`src/rtl/boot_loader_defines.svh`:
```
// Functional notes
// - reset maps ROM over lowest 4K reads
// - overlay writes still reach underlying RAM
// - lower 32K is plain unbanked RAM
// - upper addresses banked by bank select line
// - bank window size depends on processor variant
// - reset holds off-board drivers quiet
// - first action: outputs low, clocks, converters off
// - zero lower memory before accepting records
// - scrub leaves banked upper memory untouched
// - poll input; two discrete bits interpreted
// - sleep bit zero means reduced clock rate
// - awake plus maintenance applies probe power, bias
// - write record only after all checks pass
// - other-kind commands discarded, no write, no error flag
// - bulk store records handled like spacecraft records
// - valid load end record starts handoff
// - workspace writes silently dropped
// - handoff needs marker text at marker address
// - block checksum valid: complement byte, jump
// - handoff sets ports, drives overlay-off bit
// - copy first 64 bytes to debug area
// - secondary path re-enables overlay, returns to ROM
// - load reset record clears errors and sequence
`ifndef BOOT_LOADER_DEFINES_SVH
`define BOOT_LOADER_DEFINES_SVH
`define ROM_TOP         16'h0FFF
`define LOWER_TOP       16'h7FFF
`define WORK_LO         16'h7C00
`define WORK_HI         16'h7EFF
`define BLOCK_BASE      16'h7F00
`define MARKER_ADDR     16'h7F06
`define MARKER_LEN      5'd12
`define CSUM_ADDR       16'h7F3E
`define BLOCK_LEN       7'd64
`define DEBUG_BASE      16'h7F40
`define COPY_LEN        7'd64
`define VARIANT_LOW     2'd0
`define VARIANT_HIGH    2'd1
`define VARIANT_COMP    2'd2
`define BANK16_LO       16'h8000
`define BANK16_HI       16'hBFFF
`define SLEEP_BIT       1
`define MAINT_BIT       0
`define CSUM_GOOD       8'h00
`endif

```
`src/rtl/boot_loader_pkg.sv`:
```
package boot_loader_pkg;
	typedef enum logic [1:0] {
		RECORD_LOAD,
		RECORD_END,
		RECORD_RESET,
		RECORD_OTHER
	} record_kind_type;

	typedef struct packed {
		record_kind_type kind;
		logic [7:0]      recordSeq;
		logic [15:0]     address;
		logic [7:0]      data;
		logic            patternOk;
		logic            checksumOk;
	} load_record_type;

	typedef struct packed {
		logic        write;
		logic        read;
		logic [15:0] address;
		logic [7:0]  data;
	} mem_access_type;
endpackage

```
`src/rtl/address_mapper.sv`:
```
`timescale 1ns/10ps
`default_nettype none
`include "boot_loader_defines.svh"
// address decode: ROM overlay, lower RAM, banked upper window
module address_mapper
(
	// access
	input  wire boot_loader_pkg::mem_access_type access,
	input  wire logic                            overlayOn,
	input  wire logic                            bankSelectLine,
	input  wire logic [1:0]                      variant,
	// selects
	output logic                                 romRead,
	output logic                                 ramEnable,
	output logic                                 ramWrite,
	output logic [16:0]                          ramAddress
);
	import boot_loader_pkg::*;

	logic lowerHalf;
	logic banked;

	assign lowerHalf = access.address <= `LOWER_TOP;
	// which upper addresses are banked per variant
	always_comb
	begin
		case (variant)
			`VARIANT_LOW: banked = access.address >= `BANK16_LO &&
				access.address <= `BANK16_HI;
			`VARIANT_HIGH: banked = !lowerHalf;
			default: banked = 1'b0;
		endcase
	end
	// reads of low 4K come from ROM while overlaid
	assign romRead = overlayOn && access.read &&
		access.address <= `ROM_TOP;
	// RAM suppressed only for overlaid reads
	assign ramEnable = (access.read && !romRead) || access.write;
	assign ramWrite = access.write;
	// bank bit extends upper addresses
	assign ramAddress = {banked & bankSelectLine, access.address};
endmodule
`default_nettype wire

```
`src/rtl/boot_download_loader.sv`:
```
`timescale 1ns/10ps
`default_nettype none
`include "boot_loader_defines.svh"
// reset-time memory map and download sequencer
module boot_download_loader
(
	// clock and reset
	input  wire logic                             clock,
	input  wire logic                             rst_n,
	// configuration
	input  wire logic [1:0]                       variant,
	input  wire logic                             warmRestartEnable,
	// spacecraft bus interface records and discretes
	input  wire logic                             recordValid,
	input  wire boot_loader_pkg::load_record_type recordIn,
	input  wire logic                             recordFromBulk,
	input  wire logic [7:0]                       discreteIn,
	input  wire logic                             warmRestartReq,
	// memory port
	output var boot_loader_pkg::mem_access_type   memAccess,
	input  wire logic [7:0]                       memReadData,
	output logic                                  romRead,
	output logic                                  ramEnable,
	output logic                                  ramWrite,
	output logic [16:0]                           ramAddress,
	// peripherals and status
	output logic                                  offBoardEnable,
	output logic [7:0]                            portA,
	output logic [7:0]                            portC,
	output logic                                  portAOut,
	output logic                                  portCOut,
	output logic                                  portBOut,
	output logic                                  receiverClockOn,
	output logic                                  converterPowerOn,
	output logic                                  fullRate,
	output logic                                  probePowerOn,
	output logic                                  probeBias10V,
	output logic                                  overlayOn,
	output logic                                  bankSelectLine,
	output logic                                  recordReady,
	output logic                                  loadError,
	output logic                                  handoffDone,
	output logic                                  handoffRefused,
	output logic [15:0]                           jumpAddress
);
	import boot_loader_pkg::*;

	typedef enum logic [3:0] {
		INIT_HW, SCRUB, POLL, WRITE_REC, CHECK_MARKER, SUM_BLOCK,
		READ_CSUM, WRITE_CSUM, SET_PORTS, COPY_READ, COPY_WRITE, RUNNING
	} state_type;

	state_type state_q;
	logic [15:0] addr_q;
	logic [6:0]  count_q;
	logic [7:0]  sum_q;
	logic [7:0]  copy_q;
	logic [7:0]  seq_q;
	logic        error_q;
	logic        overlay_q;
	logic [7:0]  discA_q;
	logic [7:0]  discB_q;
	load_record_type rec_q;
	logic        recordOk;
	logic        workspaceHit;
	logic [7:0]  markerChar;

	// marker text expected at the marker address
	always_comb
	begin
		case (count_q[3:0])
			4'd0: markerChar = 8'h42;
			4'd1: markerChar = 8'h4F;
			4'd2: markerChar = 8'h4F;
			4'd3: markerChar = 8'h54;
			4'd4: markerChar = 8'h20;
			4'd5: markerChar = 8'h42;
			4'd6: markerChar = 8'h4C;
			4'd7: markerChar = 8'h4F;
			4'd8: markerChar = 8'h43;
			4'd9: markerChar = 8'h4B;
			4'd10: markerChar = 8'h3A;
			default: markerChar = 8'h20;
		endcase
	end

	// discrete inputs come from off the board, two flops
	always_ff @(posedge clock or negedge rst_n)
	begin
		if (!rst_n)
			{discB_q, discA_q} <= 16'h0000;
		else
			{discB_q, discA_q} <= {discA_q, discreteIn};
	end

	// record acceptance checks
	assign recordOk = rec_q.patternOk && rec_q.checksumOk &&
		rec_q.recordSeq == seq_q && !error_q;
	assign workspaceHit = rec_q.address >= `WORK_LO &&
		rec_q.address <= `WORK_HI;
	assign recordReady = state_q == POLL;

	// main sequencer
	always_ff @(posedge clock or negedge rst_n)
	begin
		if (!rst_n)
		begin
			state_q <= INIT_HW;
			addr_q <= 16'h0000;
			count_q <= 7'd0;
			sum_q <= 8'h00;
			copy_q <= 8'h00;
			seq_q <= 8'h00;
			error_q <= 1'b0;
			overlay_q <= 1'b1;
			rec_q <= '0;
			handoffDone <= 1'b0;
			handoffRefused <= 1'b0;
			jumpAddress <= 16'h0000;
			portA <= 8'h00;
			portC <= 8'h00;
			portAOut <= 1'b0;
			portCOut <= 1'b0;
			portBOut <= 1'b0;
		end
		else
		begin
			case (state_q)
				INIT_HW:
				begin
					// outputs low, ports quiet
					portA <= 8'h00;
					portC <= 8'h00;
					addr_q <= 16'h0000;
					state_q <= SCRUB;
				end
				SCRUB:
				begin
					// lower memory only, upper banks kept
					addr_q <= addr_q + 16'h0001;
					if (addr_q == `LOWER_TOP)
						state_q <= POLL;
				end
				POLL:
				begin
					if (recordValid)
					begin
						// bulk store and spacecraft alike
						rec_q <= recordIn;
						state_q <= WRITE_REC;
					end
				end
				WRITE_REC:
				begin
					state_q <= POLL;
					case (rec_q.kind)
						RECORD_RESET:
						begin
							error_q <= 1'b0;
							seq_q <= 8'h00;
						end
						RECORD_LOAD:
						begin
							if (recordOk)
								seq_q <= seq_q + 8'h01;
							else
								error_q <= 1'b1;
						end
						RECORD_END:
						begin
							if (recordOk)
							begin
								handoffRefused <= 1'b0;
								count_q <= 7'd0;
								addr_q <= `MARKER_ADDR;
								state_q <= CHECK_MARKER;
							end
							else
								error_q <= 1'b1;
						end
						default: ;
					endcase
				end
				CHECK_MARKER:
				begin
					if (memReadData != markerChar)
					begin
						handoffRefused <= 1'b1;
						state_q <= POLL;
					end
					else if (count_q == {2'b00, `MARKER_LEN} - 7'd1)
					begin
						count_q <= 7'd0;
						sum_q <= 8'h00;
						addr_q <= `BLOCK_BASE;
						state_q <= SUM_BLOCK;
					end
					else
					begin
						count_q <= count_q + 7'd1;
						addr_q <= addr_q + 16'h0001;
					end
				end
				SUM_BLOCK:
				begin
					sum_q <= sum_q + memReadData;
					addr_q <= addr_q + 16'h0001;
					count_q <= count_q + 7'd1;
					if (count_q == `BLOCK_LEN - 7'd1)
					begin
						addr_q <= `CSUM_ADDR;
						state_q <= READ_CSUM;
					end
				end
				READ_CSUM:
				begin
					copy_q <= ~memReadData;
					if (sum_q == `CSUM_GOOD)
						state_q <= WRITE_CSUM;
					else
					begin
						handoffRefused <= 1'b1;
						state_q <= POLL;
					end
				end
				WRITE_CSUM:
				begin
					jumpAddress <= `BLOCK_BASE;
					state_q <= SET_PORTS;
				end
				SET_PORTS:
				begin
					portAOut <= 1'b1;
					portCOut <= 1'b1;
					portBOut <= 1'b0;
					portC <= 8'h00;
					portA <= 8'h80;
					overlay_q <= 1'b0;
					addr_q <= 16'h0000;
					count_q <= 7'd0;
					state_q <= COPY_READ;
				end
				COPY_READ:
				begin
					copy_q <= memReadData;
					state_q <= COPY_WRITE;
				end
				COPY_WRITE:
				begin
					addr_q <= addr_q + 16'h0001;
					count_q <= count_q + 7'd1;
					state_q <= COPY_READ;
					if (count_q == `COPY_LEN - 7'd1)
					begin
						handoffDone <= 1'b1;
						jumpAddress <= 16'h0000;
						state_q <= RUNNING;
					end
				end
				RUNNING:
				begin
					if (warmRestartReq && warmRestartEnable)
					begin
						overlay_q <= 1'b1;
						portA <= 8'h00;
						jumpAddress <= 16'h0000;
						handoffDone <= 1'b0;
						state_q <= POLL;
					end
				end
				default: state_q <= INIT_HW;
			endcase
		end
	end

	// memory access driven per state
	always_comb
	begin
		memAccess = '0;
		case (state_q)
			SCRUB:
			begin
				memAccess.write = 1'b1;
				memAccess.address = addr_q;
			end
			WRITE_REC:
			begin
				memAccess.write = rec_q.kind == RECORD_LOAD && recordOk &&
					!workspaceHit;
				memAccess.address = rec_q.address;
				memAccess.data = rec_q.data;
			end
			CHECK_MARKER, SUM_BLOCK, READ_CSUM, COPY_READ:
			begin
				memAccess.read = 1'b1;
				memAccess.address = addr_q;
			end
			WRITE_CSUM:
			begin
				memAccess.write = 1'b1;
				memAccess.address = `CSUM_ADDR;
				memAccess.data = copy_q;
			end
			COPY_WRITE:
			begin
				memAccess.write = 1'b1;
				memAccess.address = `DEBUG_BASE + addr_q;
				memAccess.data = copy_q;
			end
			default: memAccess = '0;
		endcase
	end

	// power and discrete handling
	assign fullRate = discB_q[`SLEEP_BIT];
	assign probePowerOn = fullRate && discB_q[`MAINT_BIT] &&
		state_q != INIT_HW;
	assign probeBias10V = probePowerOn;
	assign receiverClockOn = 1'b0;
	assign converterPowerOn = 1'b0;
	assign offBoardEnable = rst_n;
	assign overlayOn = overlay_q;
	assign loadError = error_q;
	assign bankSelectLine = 1'b0;

	address_mapper mapper
	(
		.access         (memAccess),
		.overlayOn      (overlay_q),
		.bankSelectLine (bankSelectLine),
		.variant        (variant),
		.romRead        (romRead),
		.ramEnable      (ramEnable),
		.ramWrite       (ramWrite),
		.ramAddress     (ramAddress)
	);
endmodule
`default_nettype wire

```
`config.mk`:
```
export PLATFORM = sky130hd
export DESIGN_NAME = boot_download_loader
export DESIGN_NICKNAME = d
export VERILOG_FILES = /design/src/rtl/boot_loader_pkg.sv /design/src/rtl/address_mapper.sv /design/src/rtl/boot_download_loader.sv
export VERILOG_INCLUDE_DIRS = /design/src /design/src/rtl
export SDC_FILE = /design/constraint.sdc
export NUM_CORES = 1
export LEC_CHECK = 0
export BUFFER_PORTS_ARGS = -buffer_cell sky130_fd_sc_hd__buf_2
export CORE_ASPECT_RATIO = 1.75
export CORE_MARGIN = 2
export CORE_UTILIZATION = 55
export CTS_CLUSTER_DIAMETER = 60
export DETAILED_ROUTE_END_ITERATION = 16
export GPL_TIMING_DRIVEN = 0
export MAX_ROUTING_LAYER = met4
export PLACE_DENSITY = 0.88
export SLEW_MARGIN = 40
export SYNTH_ARGS = -nofsm -noshare
export SYNTH_HDL_FRONTEND = slang
export SYNTH_HIERARCHICAL = 1
export SYNTH_SLANG_ARGS = --single-unit
```
`constraint.sdc`:
```
create_clock -name clock -period 3.15 [get_ports clock]
set_input_delay 0.4725 -clock clock [delete_from_list [all_inputs] [get_ports clock]]
set_output_delay 0.4725 -clock clock [all_outputs]
set_load 0.03 [all_outputs]
```
==> results.ini <==
[run_status]
status=complete, no violations

[die]
fp.dieW_um=86.0
io_pins=153
core.rowCount=52
core_sq_mm=0.0115
start_util=0.561
die_h_um=147
die_area_sq_mm=0.0127

[yosys]
netlist-cell-type-count=70
avgSynthCellArea_sq_um=8.75
yosys.area_share.simple=0.177
synth_top_cell_area_share=0.376
post_synth_fa_ha_maj_area_fraction=0.0321
ys.flop_type=dfrtp_1
synthMuxAreaShare=0.0662
synthesis.area_sq_mm=0.00646
synth_edf_count=0
synth-seq-area-share=0.380
post_synthesis_xor_xnor_area_fraction=0.0298
synth_async_sr_flop_share=1.00
netlist_instances=739
biggest_area_consumer_among_synthesized_cells=dfrtp_1
largest_family_of_logic_cells_by_synthesized_area=compound AO/OA/AOI/OAI gates
yosysWarnings=6
seq_cells_post_synth=98
synth_compound_area_frac=0.215
synth.area.top_cells=dfrtp_1, mux2_2, buf_4, a21oi_1, nor2_1

[sta]
final_hold_viol_count=0
max_freq_ghz=0.319
setup-violations-final=0
timing.final.crit_period_ns=3.14
tightest_slew_ns=0.930
final.setup_skew_ns=0.0122
layout_setup_ws_ns=0.0145
period_share=0.995
finalMaxSlewViolations=0
grt_setup_unrepaired=yes
timing.max_slew.rel_slack=0.375

[layout]
area.sequential_sq_mm=0.00246
final_layout_size_suffix_gt1_frac=0.319
instances_no_fill=1041
final_common_cell=buf_2
antenna_cells_inserted=0
multi_input_comb_area_sq_mm=0.00355
fillCellCount=920
fin_area_sq_mm=0.00783
mostFrequentLayoutCells=buf_2, dfrtp_1, nor2_1
fin_nets=977
syn2layout_area_growth_pct=21.2

[pwr]
share_clk_of_total_power=0.143
leakagePower_nw=3.77
power_switching_w=0.00388
vdd_drop_max_mv=0.602
power.share.sequential=0.269
power_switching_share=0.493
comb_power_share=0.587
power_w=0.00786
cell_internal_pwr_w=0.00399
power.density_mw_per_mm2=1000

[place]
numPlacedInstances=1019
dp_hpwl_um=14200
worst_slack_after_detailed_placement_ns=-0.188
portbufs=116
gp_congestion=0.995
dpl_cell_area_sq_mm=0.00736

[global_route]
groute.layer.met3.usage=0.0374
first_global_vias=6211
grt_use_total=0.308
grt.overflow.total=0
globalRouteMet2Util=0.514
gr-max-usage-layer=met2
global_route_wire_length_before_repair_um=29900
antenna_found_initial=0
grt_max_degree=65
use_met1=0.343

[detailed_routing]
via_per_instance_ratio=6.14
finalWirelength_um=19100
detail_routed_net_length_per_standard_cell_um=18.4
drt_drc_violations_left=0
via_total_after_detailed_routing=6396
drt-initial-drc-count=551
final_antenna_net_count=0
detailedRoute.firstPassIterationCount=6

[setup_path]
sort_of_element_at_the_start_of_the_critical_path=flip-flop
cp_endpoint_kind=output port
worst_ep_arrival_time_ns=2.66
setup_crit_path_kind=flip-flop to output port
critPathRequiredTime_ns=2.68
maximum_fanout_along_the_worst_path=4

[clock_tree]
cts_tree=built
number_of_clock_sinks_seen_by_cts=98
clockBufferDepth=2
clockRootBuffer=clkbuf_16
cts_inserted_buffers=9
cts_max_level=3
clkSlewWorstSetupHoldPaths_ns=0.08
clk_latency_ns=0.36

[hold_path]
holdCritPathClass=primary input to flip-flop

[run]
max_cap_violations=0

==> layer usage <==
| layer | wire length [um] | vias up | share of wire |
|---|---|---|---|
| met5 | 0 | - | 0 |
| met4 | 1090 | 0 | 0.057 |
| met3 | 1360 | 87 | 0.071 |
| met2 | 9830 | 383 | 0.51 |
| met1 | 6840 | 3006 | 0.36 |
| li1 | - | 2920 | - |
==> what timing repair did <==
action / 4_1_cts / 5_1_grt
resized for setup: 24 / 17
hold buffers: 1 / 0
pin swaps: 0 / 3
setup endpoints to repair: 34 / 23
setup buffers: 3 / 6
endpoints found under the hold margin: 22 / 0
==> through the flow <==
stage	util	hold WS, ns	TNS [ns]
5_1_grt	0.680	0.216	-0.165
4_1_cts	0.672	0.213	-0.0454
3_5_place_dp	0.639	0.342	-0.278
3_3_place_gp	0.636	0.333	-0.262
6_report	0.680	0.214	0
2_1_floorplan	-	0.177	-0.318
==> power groups by stage <==
stage / Sequential (W) / Clock [W] / Combinational, W
4_1_cts: 0.00210 / 0.00113 / 0.00448
3_5_place_dp: 0.00208 / 0 / 0.00439
5_1_grt: 0.00217 / 0.00118 / 0.00493
6_report: 0.00212 / 0.00113 / 0.00462
2_1_floorplan: 0.00201 / 0 / 0.00328
3_3_place_gp: 0.00206 / 0 / 0.00430
==> layout make-up <==
type	instances	area share
buffer	89	0.0735
timing repair buffer	127	0.0900
clock buffer	9	0.0288
tap	135	0.0216
clock inverter	7	0.0101
multi-input combinational	557	0.453
inverter	19	0.00911
sequential	98	0.314
==> sequential cells by signal (all words and copies together), names as in the netlist <==
signal	count
state_q	4
handoffRefused	1
seq_q	8
discA_q	2
discB_q	2
sum_q	8
portCOut	1
addr_q	16
count_q	7
handoffDone	1
jumpAddress	1
portA	1
rec_q	36
copy_q	8
overlayOn	1
loadError	1
==> cell usage after synthesis (9+ instances only) <==
| master | instances |
|---|---|
| dfrtp_1 | 97 |
| nor2_1 | 74 |
| a21oi_1 | 63 |
| nand2_1 | 59 |
| buf_4 | 56 |
| o21ai_0 | 45 |
| mux2_2 | 38 |
| clkbuf_1 | 27 |
| nor3_1 | 27 |
| nand3_1 | 20 |
| inv_1 | 19 |
| o22ai_1 | 19 |
| a22o_1 | 16 |
| ha_1 | 15 |
| xor2_1 | 12 |
| xnor2_1 | 10 |
| a31oi_1 | 9 |
==> final timing paths <==
kind / start / endpoint / slack (ns) / depth (start not counted)
max: addr_q[10] / ramEnable / 0.01 / 10
min: discreteIn[0] / discA_q[0] / 0.21 / 1
max reg2reg: count_q[0] / addr_q[9] / 0.30 / 10
min reg2reg: discA_q[0] / discB_q[0] / 0.36 / 0
max in group asynchronous: rst_n / overlayOn / 1.94 / 3
min in group asynchronous: rst_n / count_q[0] / 0.57 / 2
==> kinds of logic (layout without fill, tap and decap cells) <==
family                   Yosys count  after routing
adder cells (fa/ha/maj)           16             16
AND/OR/NAND/NOR                  236            236
other                              1             29
multiplexers                      38             38
XOR/XNOR                          22             22
AO/OA/AOI/OAI                    216            216
flip-flops                        98             98
buffers and inverters            112            251
==> worst max-delay path, stage by stage (launching register included) <==
cell and delay (ns):
dfrtp_2 0.42, or3_4 0.40, or2_4 0.27, nor2_4 0.11
nand2_2 0.08, buf_4 0.14, xor2_1 0.13, o21ai_1 0.31
nor3_1 0.11, a21oi_1 0.16, buf_4 0.18
No activity file was read; power rests on OpenSTA's default activity.
